===== config.mk =====
export PLATFORM = sky130hd
export DESIGN_NAME = ctb_core
export DESIGN_NICKNAME = d
export VERILOG_FILES = /design/src/hw/ctb_core.v
export VERILOG_INCLUDE_DIRS = /design/src /design/src/include
export SDC_FILE = /design/constraint.sdc
export NUM_CORES = 1
export LEC_CHECK = 0
export ABC_AREA = 1
export CORE_MARGIN = 2
export CORE_UTILIZATION = 40
export CTS_BUF_LIST = sky130_fd_sc_hd__clkbuf_16
export DETAILED_ROUTE_END_ITERATION = 6
export DONT_BUFFER_PORTS = 1
export GPL_TIMING_DRIVEN = 0
export PLACE_DENSITY = 0.57
export SLEW_MARGIN = 25
export SYNTH_ARGS = -nofsm -noshare
export SYNTH_HDL_FRONTEND = slang
export SYNTH_SLANG_ARGS = --single-unit

===== constraint.sdc =====
create_clock -name clk_i -period 4.1 [get_ports clk_i]
set_clock_uncertainty 0.1 [all_clocks]
set_input_delay 0.205 -clock clk_i [delete_from_list [all_inputs] [get_ports clk_i]]
set_output_delay 0.205 -clock clk_i [all_outputs]
set_load 0.01 [all_outputs]

===== src/include/ctb_consts.vh =====
// Constants of the capture time-base block: offsets, fields, reset values
`ifndef CTB_CONSTS_VH
`define CTB_CONSTS_VH

// ****************************************
// Register byte offsets (wb_adr_i[7:0])
// ****************************************
`define CTB_OFS_CTR 8'h00
`define CTB_OFS_PHS 8'h04
`define CTB_OFS_CAPTURE_SLOT_ONE 8'h08
`define CTB_OFS_CAPTURE_SLOT_TWO 8'h0c
`define CTB_OFS_CAPTURE_SLOT_THREE 8'h10
`define CTB_OFS_CAPTURE_SLOT_FOUR 8'h14
`define CTB_OFS_CTL1 8'h18
`define CTB_OFS_CTL2 8'h1c
`define CTB_OFS_STAT 8'h20

// ****************************************
// First control register fields
// ****************************************
`define CTB_C1_FREE 15
`define CTB_C1_SOFT 14
`define CTB_C1_PS_HI 13
`define CTB_C1_PS_LO 9
`define CTB_C1_LDEN 8

// ****************************************
// Second control register fields
// ****************************************
`define CTB_C2_ONESHOT 0
`define CTB_C2_STOP_HI 2
`define CTB_C2_STOP_LO 1
`define CTB_C2_REARM 3
`define CTB_C2_SYNCEN 5
`define CTB_C2_SWSYNC 8
`define CTB_C2_MODE 9

// ****************************************
// Reset values
// ****************************************
`define CTB_RST_WORD 32'h0000_0000
`define CTB_RST_CTL1 16'h0000
`define CTB_RST_STOP 2'h0
`define CTB_RST_SEQ 2'h0
`define CTB_RST_PS 5'h00

`endif


===== src/hw/ctb_core.v =====
// Capture time-base core: counter, phase preload, capture slots, control
//
// The Wishbone slave port and the register addresses were chosen for this implementation.
`timescale 1ns/1ps
`include "ctb_consts.vh"


module ctb_core (
	input wire clk_i,
	input wire rst_i,
	input wire wb_cyc_i,
	input wire wb_stb_i,
	input wire wb_we_i,
	input wire [7:0] wb_adr_i,
	input wire [3:0] wb_sel_i,
	input wire [31:0] wb_dat_i,
	output reg wb_ack_o,
	output reg [31:0] wb_dat_o,
	input wire cap_pin_i,
	input wire sync_in_i,
	input wire emu_suspend_i,
	output reg pin_o,
	output reg pin_oe_n_o
);

	// ****************************************
	// State
	// ****************************************
	reg [31:0] time_stamp_counter;
	reg [31:0] phase_preload;
	reg [31:0] cap [0:3];
	reg [15:0] ctl1;
	reg one_shot;
	reg [1:0] stop_value;
	reg sync_in_enable;
	reg mode_select;
	reg [1:0] event_sequencer;
	reg stopped;
	reg pin_prev;
	reg [4:0] pre_cnt;
	reg pre_tog;
	reg pre_sig;
	reg pre_prev;
	reg [31:0] rd_mux;

	// ****************************************
	// Byte-lane merge of write data
	// ****************************************

	// Keeps old bytes whose select line is low
	function [31:0] ctb_merge;
		input [31:0] old_v;
		input [31:0] new_v;
		input [3:0] sel;
		integer b;
		begin
			ctb_merge = old_v;
			for (b = 0; b < 4; b = b + 1) begin
				if (sel[b]) begin
					ctb_merge[8*b +: 8] = new_v[8*b +: 8];
				end
			end
		end
	endfunction

	// ****************************************
	// Bus decode
	// ****************************************

	// Writes take effect at the edge where the master sees ack
	wire req = wb_cyc_i & wb_stb_i;
	wire wr = req & wb_we_i & wb_ack_o;
	wire wr_ctr = wr & (wb_adr_i == `CTB_OFS_CTR);
	wire wr_phs = wr & (wb_adr_i == `CTB_OFS_PHS);
	wire wr_ctl1 = wr & (wb_adr_i == `CTB_OFS_CTL1);
	wire wr_ctl2 = wr & (wb_adr_i == `CTB_OFS_CTL2);
	wire [3:0] wr_cap;
	assign wr_cap[0] = wr & (wb_adr_i == `CTB_OFS_CAPTURE_SLOT_ONE);
	assign wr_cap[1] = wr & (wb_adr_i == `CTB_OFS_CAPTURE_SLOT_TWO);
	assign wr_cap[2] = wr & (wb_adr_i == `CTB_OFS_CAPTURE_SLOT_THREE);
	assign wr_cap[3] = wr & (wb_adr_i == `CTB_OFS_CAPTURE_SLOT_FOUR);
	wire [31:0] wdat = ctb_merge(rd_mux, wb_dat_i, wb_sel_i);
	wire rearm = wr_ctl2 & wdat[`CTB_C2_REARM];
	wire sw_sync = wr_ctl2 & wdat[`CTB_C2_SWSYNC];

	// Ack one cycle after the request, dropped the cycle after
	always @(posedge clk_i) begin
		if (rst_i) begin
			wb_ack_o <= 1'b0;
		end else begin
			wb_ack_o <= req & ~wb_ack_o;
		end
	end

	// Read multiplexer; unmapped offsets read zero
	always @* begin
		case (wb_adr_i)
			`CTB_OFS_CTR: rd_mux = time_stamp_counter;
			`CTB_OFS_PHS: rd_mux = phase_preload;
			`CTB_OFS_CAPTURE_SLOT_ONE: rd_mux = cap[0];
			`CTB_OFS_CAPTURE_SLOT_TWO: rd_mux = cap[1];
			`CTB_OFS_CAPTURE_SLOT_THREE: rd_mux = cap[2];
			`CTB_OFS_CAPTURE_SLOT_FOUR: rd_mux = cap[3];
			`CTB_OFS_CTL1: rd_mux = {16'h0000, ctl1};
			`CTB_OFS_CTL2: rd_mux = {22'h000000, mode_select, 3'h0, sync_in_enable,
				2'h0, stop_value, one_shot};
			`CTB_OFS_STAT: rd_mux = {29'h00000000, stopped, event_sequencer};
			default: rd_mux = 32'h0000_0000;
		endcase
	end

	// Read data latched with the ack
	always @(posedge clk_i) begin
		if (rst_i) begin
			wb_dat_o <= `CTB_RST_WORD;
		end else if (req & ~wb_ack_o) begin
			wb_dat_o <= rd_mux;
		end
	end

	// ****************************************
	// Event prescaler
	// ****************************************
	wire [4:0] prescale = ctl1[`CTB_C1_PS_HI:`CTB_C1_PS_LO];
	wire pin_rise = cap_pin_i & ~pin_prev;

	// Toggle every k input rises gives one output period per 2k rises
	always @(posedge clk_i) begin
		if (rst_i) begin
			pin_prev <= 1'b0;
			pre_cnt <= `CTB_RST_PS;
			pre_tog <= 1'b0;
			pre_sig <= 1'b0;
			pre_prev <= 1'b0;
		end else begin
			pin_prev <= cap_pin_i;
			pre_prev <= pre_sig;
			if (prescale == 5'h00) begin
				pre_cnt <= `CTB_RST_PS;
				pre_tog <= 1'b0;
				pre_sig <= cap_pin_i;
			end else begin
				pre_sig <= pre_tog;
				if (pin_rise) begin
					if (pre_cnt == prescale - 5'h01) begin
						pre_cnt <= `CTB_RST_PS;
						pre_tog <= ~pre_tog;
					end else begin
						pre_cnt <= pre_cnt + 5'h01;
					end
				end
			end
		end
	end

	// ****************************************
	// Edge qualification and event decode
	// ****************************************
	wire rise = pre_sig & ~pre_prev;
	wire fall = ~pre_sig & pre_prev;
	wire edge_pol = ctl1[{event_sequencer, 1'b0}];
	wire edge_hit = edge_pol ? fall : rise;
	wire evt = edge_hit & ~mode_select & ~stopped;
	wire load = evt & ctl1[`CTB_C1_LDEN];
	wire evt_reset = evt & ctl1[{event_sequencer, 1'b1}];
	wire stop_hit = evt & one_shot & (event_sequencer == stop_value);
	wire prd_hit = mode_select & (time_stamp_counter == cap[0]);

	// Sequencer walks the slots; one-shot stop freezes it until rearm
	always @(posedge clk_i) begin
		if (rst_i) begin
			event_sequencer <= `CTB_RST_SEQ;
			stopped <= 1'b0;
		end else if (rearm) begin
			event_sequencer <= `CTB_RST_SEQ;
			stopped <= stop_hit; // a stop in the same cycle still wins
		end else if (stop_hit) begin
			stopped <= 1'b1;
		end else if (evt) begin
			event_sequencer <= event_sequencer + 2'h1;
		end
	end

	// ****************************************
	// Time-base counter
	// ****************************************
	wire ctr_zero = (time_stamp_counter == 32'h0000_0000);
	wire ctr_run = ~emu_suspend_i | ctl1[`CTB_C1_FREE] |
		(ctl1[`CTB_C1_SOFT] & ~ctr_zero);
	wire do_sync = (sync_in_i & sync_in_enable) | sw_sync;

	// Sync beats software write, which beats clears and counting
	always @(posedge clk_i) begin
		if (rst_i) begin
			time_stamp_counter <= `CTB_RST_WORD;
		end else if (do_sync) begin
			time_stamp_counter <= phase_preload;
		end else if (wr_ctr) begin
			time_stamp_counter <= wdat;
		end else if (evt_reset | prd_hit) begin
			time_stamp_counter <= 32'h0000_0000;
		end else if (ctr_run) begin
			time_stamp_counter <= time_stamp_counter + 32'h0000_0001;
		end
	end

	// Phase preload register
	always @(posedge clk_i) begin
		if (rst_i) begin
			phase_preload <= `CTB_RST_WORD;
		end else if (wr_phs) begin
			phase_preload <= wdat;
		end
	end

	// ****************************************
	// Control registers
	// ****************************************

	// Software write wins over the one-shot auto clear
	always @(posedge clk_i) begin
		if (rst_i) begin
			ctl1 <= `CTB_RST_CTL1;
		end else if (wr_ctl1) begin
			ctl1 <= wdat[15:0];
		end else if (stop_hit) begin
			ctl1[`CTB_C1_LDEN] <= 1'b0;
		end
	end

	// Second control word; rearm and forced sync are strobes only
	always @(posedge clk_i) begin
		if (rst_i) begin
			one_shot <= 1'b0;
			stop_value <= `CTB_RST_STOP;
			sync_in_enable <= 1'b0;
			mode_select <= 1'b0;
		end else if (wr_ctl2) begin
			one_shot <= wdat[`CTB_C2_ONESHOT];
			stop_value <= wdat[`CTB_C2_STOP_HI:`CTB_C2_STOP_LO];
			sync_in_enable <= wdat[`CTB_C2_SYNCEN];
			mode_select <= wdat[`CTB_C2_MODE];
		end
	end

	// ****************************************
	// Capture slots
	// ****************************************
	genvar i;
	generate
		for (i = 0; i < 4; i = i + 1) begin : g_slot
			wire hit = load & (event_sequencer == i);
			if (i < 2) begin : g_active
				// Active slot: stamp, software, or shadow at period
				always @(posedge clk_i) begin
					if (rst_i) begin
						cap[i] <= `CTB_RST_WORD;
					end else if (hit) begin
						cap[i] <= time_stamp_counter;
					end else if (wr_cap[i]) begin
						cap[i] <= wdat;
					end else if (prd_hit) begin
						cap[i] <= cap[i + 2];
					end
				end
			end else begin : g_shadow
				// Shadow slot: stamp, own write, or mirrored active write
				always @(posedge clk_i) begin
					if (rst_i) begin
						cap[i] <= `CTB_RST_WORD;
					end else if (hit) begin
						cap[i] <= time_stamp_counter;
					end else if (wr_cap[i]) begin
						cap[i] <= wdat;
					end else if (mode_select & wr_cap[i - 2]) begin
						cap[i] <= wdat;
					end
				end
			end
		end
	endgenerate

	// ****************************************
	// Shared pin
	// ****************************************

	// Driven only in PWM mode; high while counter below compare
	always @(posedge clk_i) begin
		if (rst_i) begin
			pin_o <= 1'b0;
			pin_oe_n_o <= 1'b1;
		end else begin
			pin_oe_n_o <= ~mode_select;
			pin_o <= mode_select & (time_stamp_counter < cap[1]);
		end
	end

endmodule // ctb_core


==> key figures <==
Synth
  – Syn_area_per_cell: 6.998 µm²
  – Net Count, Synth: around 2.5k
  – Number of synthesized flops with an enable pin: 128
  – Flip-flop and latch count after synthesis: between 200 and 300
  – Commonest register cell after synthesis: sky130_fd_sc_hd__dfxtp_1
  – Async SR Flop Fraction: 0%
  – Post-synthesis instance area: 0.01674 mm²
  – Synthesized instance count: about 2.4k
  – Synth Warn #: 0
  – Cell taking the most area after synthesis: sky130_fd_sc_hd__edfxtp_1
  – Synth unique cells: about 40
  – Dominant cells by area after synthesis: sky130_fd_sc_hd__edfxtp_1, sky130_fd_sc_hd__dfxtp_1, sky130_fd_sc_hd__nand2_1
  – Sequential cell area fraction in the yosys report: between 30 and 40%
  – Area share of the largest cell type after synthesis: 22.96%

Worst setup path
  – Top Family by Delay on Critical Path: buffers and inverters
  – Buf/Inv on CP: 4
  – Maximum fanout along the worst path: 10
  – Path depth of the worst reg2reg path: 11
  – Slowest-stage cell, CP: sky130_fd_sc_hd__nand4_1
  – Data arrival time of the critical path: 3990 ps
  – Start point of the critical path: time_stamp_counter[31]$_SDFFE_PP0P_
  – Number of gates on the worst path with buffers counted: 11
  – R2R Path End: cap[0][43]$_DFFE_PP_
  – Critical path capture point: cap[0][43]$_DFFE_PP_
  – Kind of launch point of the worst setup path: flip-flop
  – Critical Path End Type: flip-flop
  – Cells along the critical path: inv_1 > a21oi_1 > nand3_1 > nor2_1 > nand2_1 > nor2_1 > nand2_2 > clkbuf_1 > nand4_1 > buf_6 > buf_6
  – Crit Path Class: flip-flop to flip-flop
  – FF-to-FF Start: time_stamp_counter[31]$_SDFFE_PP0P_
  – Register-to-Register Setup Slack: 320 ps
  – Peak per-stage delay on the critical path: about 730 ps
  – Worst EP required: between 4000 and 5000 ps

Placed design
  – Number of input and output port buffers inserted: 0
  – Pre-CTS setup slack: 449.1 ps
  – DP Wirelength: roughly 55 mm
  – RD Place Congestion: 1.012

Routing
  – Average wire per standard cell: 24.00 µm
  – Number of vias per cell after detailed routing: 5.768
  – Count of nets left with antenna violations after detail routing: 0
  – Iteration-0 DRC Markers: 2245
  – Via Count: 17.41k
  – Post-Route WL: 72.44 mm
  – DRC errors left: 0
  – First-pass DRT Iterations: 6

Clocking
  – CTS tree: yes
  – Clock-pin slew reported for the worst setup and hold paths after clock tree synthesis: 60 ps
  – Number of CTS-inserted buffers: 34
  – CTS root buffer: sky130_fd_sc_hd__clkbuf_16
  – Clock latency on the worst-skew pair: 550 ps
  – Post-cts gate resize count: 0
  – Sinks on the clock net: 260
  – H-Tree Level Count: 2
  – Number of buffers between clock root and the deepest sink: 3

Min path
  – Worst Hold Class: input pin to flip-flop

STA
  – Final number of max-transition violations: 0
  – Final worst path period need: 3785 ps
  – Slew at the pin closest to its max-slew limit: 1044 ps
  – Fin. Hold Viols: 0
  – Setup repair after global routing missed its margin: no
  – Tightest hold margin: 12.01 ps
  – Fmax achieved: 0.2642 GHz
  – Setup ws final: around 320 ps
  – Max-slew headroom: 29.87%
  – Setup-failing EPs final: 0
  – Final period util: 92.31%

Global routing
  – Gr ovfl total: 0
  – Pin count of the biggest net entering global routing: 33
  – GRT Overall Usage: about a third
  – Global-route wire length before repair: 105.8 mm
  – Number of antenna violations at the first check in global routing: 3
  – Vias in the first global route: 16.34k

Finish
  – Fraction of layout cells with a size suffix above 1: 9.537%
  – Area grow syn2layout: 12.63%
  – Share of the core filled with cells: 45.86%
  – Layout net count: 2551

Power and ir drop
  – Leak pwr: roughly 8.2 nW
  – Total power draw: 6.610 mW
  – Switching power as a share of total power: between 20% and 30%
  – Max rail drop VDD: 0.2629 mV
  – Switching Power: 1.869 mW
  – Cell-internal power: 4.741 mW
  – Clock network fraction of total power: 44.7%
  – Portion of total power attributed to sequential cells: a little over two fifths
  – Relative contribution of combinational cells to total power: 11.6%
  – Pwr per Cell Area: 350.6 mW/mm²

Die
  – Height of the die: around 210 µm
  – Core area: 0.04111 mm²
  – Initial Utilization: 40.72%
  – Die Span X: between 200 and 250 µm
  – IO Pins: 87
  – Count of standard-cell rows: 74
  – Total Die Area: 0.04350 mm²

Outcome
  – Result of the run: completed

Run
  – Max-Cap Viols: 0
-- sequential cells by signal (all words and copies together), names as in the netlist, 2 cells and up --
name and flops:
cap 128, time_stamp_counter 32, event_sequencer 2, ctl1 16, pre_cnt 5, stop_value 2
phase_preload 32, wb_dat_o 32
-- tightest hold or removal path: stages --
cell                      delay, ps
sky130_fd_sc_hd__or2_2           80
sky130_fd_sc_hd__nand2_1        160
sky130_fd_sc_hd__a21oi_1        170
-- worst min path at each step --
stage                                endpoint         start  slack, ps  cells past startpoint
2_1_floorplan             pin_prev$_SDFF_PP0_     cap_pin_i        250                      2
3_3_place_gp              pin_prev$_SDFF_PP0_     cap_pin_i        260                      2
3_5_place_dp              pin_prev$_SDFF_PP0_     cap_pin_i        260                      2
4_1_cts         phase_preload[3]$_SDFFE_PP0P_   wb_dat_i[3]        0.7                      3
5_1_grt        phase_preload[14]$_SDFFE_PP0P_  wb_dat_i[14]         70                      3
6_report       phase_preload[29]$_SDFFE_PP0P_  wb_dat_i[29]         10                      3
-- Yosys cell counts (8+ instances only) --
cell type	number
sky130_fd_sc_hd__buf_4	8
sky130_fd_sc_hd__buf_2	49
sky130_fd_sc_hd__nor2_2	9
sky130_fd_sc_hd__nand4_1	52
sky130_fd_sc_hd__buf_6	13
sky130_fd_sc_hd__ha_1	40
sky130_fd_sc_hd__o22ai_1	60
sky130_fd_sc_hd__nor2_1	249
sky130_fd_sc_hd__clkbuf_1	36
sky130_fd_sc_hd__edfxtp_1	128
sky130_fd_sc_hd__xor2_1	34
sky130_fd_sc_hd__dfxtp_1	132
sky130_fd_sc_hd__o21ai_1	65
sky130_fd_sc_hd__nand3_1	156
sky130_fd_sc_hd__nand2_1	450
sky130_fd_sc_hd__a21oi_1	268
sky130_fd_sc_hd__or2_2	43
sky130_fd_sc_hd__nor2_4	8
sky130_fd_sc_hd__inv_2	23
sky130_fd_sc_hd__o21ai_0	141
sky130_fd_sc_hd__inv_1	325
sky130_fd_sc_hd__nand2_2	12
sky130_fd_sc_hd__buf_1	11
sky130_fd_sc_hd__or2_1	22
sky130_fd_sc_hd__nor3_1	21
-- cell families after synthesis --
kind of cell,share of synthesized area [%]
fa+ha+maj,2.990
buf+inv,11.72
simple gates,27.69
xor+xnor,1.988
flops,38.75
compound gates,16.86
-- power groups by stage --
stage          combinational, mW  clock (mW)  sequential (mW)
3_3_place_gp               0.707           0             2.94
2_1_floorplan              0.488           0             2.90
6_report                   0.769        2.96             2.88
5_1_grt                    0.837        3.07             2.89
4_1_cts                    0.750        2.96             2.88
3_5_place_dp               0.728           0             2.93
-- repair_timing --
action                    in CTS  in global routing
hold endpoints to repair      36                  0
setup buffers                  0                  0
hold buffers                  23                  0
-- per-stage QoR --
| step | cells | TNS, ps | area, µm² |
|---|---|---|---|
| finish | 3018 | 0 | 18850 |
| global route | 3017 | 0 | 18850 |
| CTS | 3017 | 0 | 18850 |
| detailed placement | 2932 | 0 | 17550 |
| global placement | 2924 | -117910 | 17410 |
| floorplan | 2392 | 0 | 16740 |
-- cell type report --
type	count	area (µm²)
sequential	260	6486
buffer	120	643.1
antenna	1	2.502
tap	532	665.6
clock inverter	24	125.1
inverter	350	1319
timing repair buffer	31	340.3
multi-input combinational	1662	8322
clock buffer	38	950.9
fill	4259	22260
-- metal layers --
metal | track usage (%) | vias to the layer above | routed length, µm
met2 | 50.66 | 939 | 31370
met4 | 14.66 | 2 | 3374
met5 | 0 | - | 11
li1 | - | 8027 | -
met3 | 6.402 | 191 | 6970
met1 | 44.62 | 8249 | 30720
-- cells in the final DEF, fill, tap and decap left out, types with 4 or more instances in the layout --
cell / synthesis / final
sky130_fd_sc_hd__nand2_1: 450 / 450
sky130_fd_sc_hd__inv_1: 325 / 336
sky130_fd_sc_hd__a21oi_1: 268 / 268
sky130_fd_sc_hd__nor2_1: 249 / 249
sky130_fd_sc_hd__nand3_1: 156 / 155
sky130_fd_sc_hd__o21ai_0: 141 / 141
sky130_fd_sc_hd__dfxtp_1: 132 / 132
sky130_fd_sc_hd__edfxtp_1: 128 / 128
sky130_fd_sc_hd__o21ai_1: 65 / 65
sky130_fd_sc_hd__o22ai_1: 60 / 60
sky130_fd_sc_hd__nand4_1: 52 / 52
sky130_fd_sc_hd__buf_2: 49 / 49
sky130_fd_sc_hd__or2_2: 43 / 43
sky130_fd_sc_hd__ha_1: 40 / 40
sky130_fd_sc_hd__clkbuf_16: 0 / 38
sky130_fd_sc_hd__clkbuf_1: 36 / 36
sky130_fd_sc_hd__xor2_1: 34 / 34
sky130_fd_sc_hd__inv_2: 23 / 23
sky130_fd_sc_hd__dlygate4sd3_1: 0 / 23
sky130_fd_sc_hd__or2_1: 22 / 22
sky130_fd_sc_hd__nor3_1: 21 / 21
sky130_fd_sc_hd__buf_6: 13 / 19
sky130_fd_sc_hd__nand2_2: 12 / 12
sky130_fd_sc_hd__buf_1: 11 / 11
sky130_fd_sc_hd__nor2_2: 9 / 9
sky130_fd_sc_hd__buf_4: 8 / 8
sky130_fd_sc_hd__nor2_4: 8 / 8
sky130_fd_sc_hd__clkinv_1: 0 / 7
sky130_fd_sc_hd__nand3_2: 5 / 5
sky130_fd_sc_hd__nor3b_1: 5 / 5
sky130_fd_sc_hd__xnor2_1: 4 / 4
sky130_fd_sc_hd__clkinv_2: 0 / 4
Note: power is estimated with default switching activity, not from simulation.
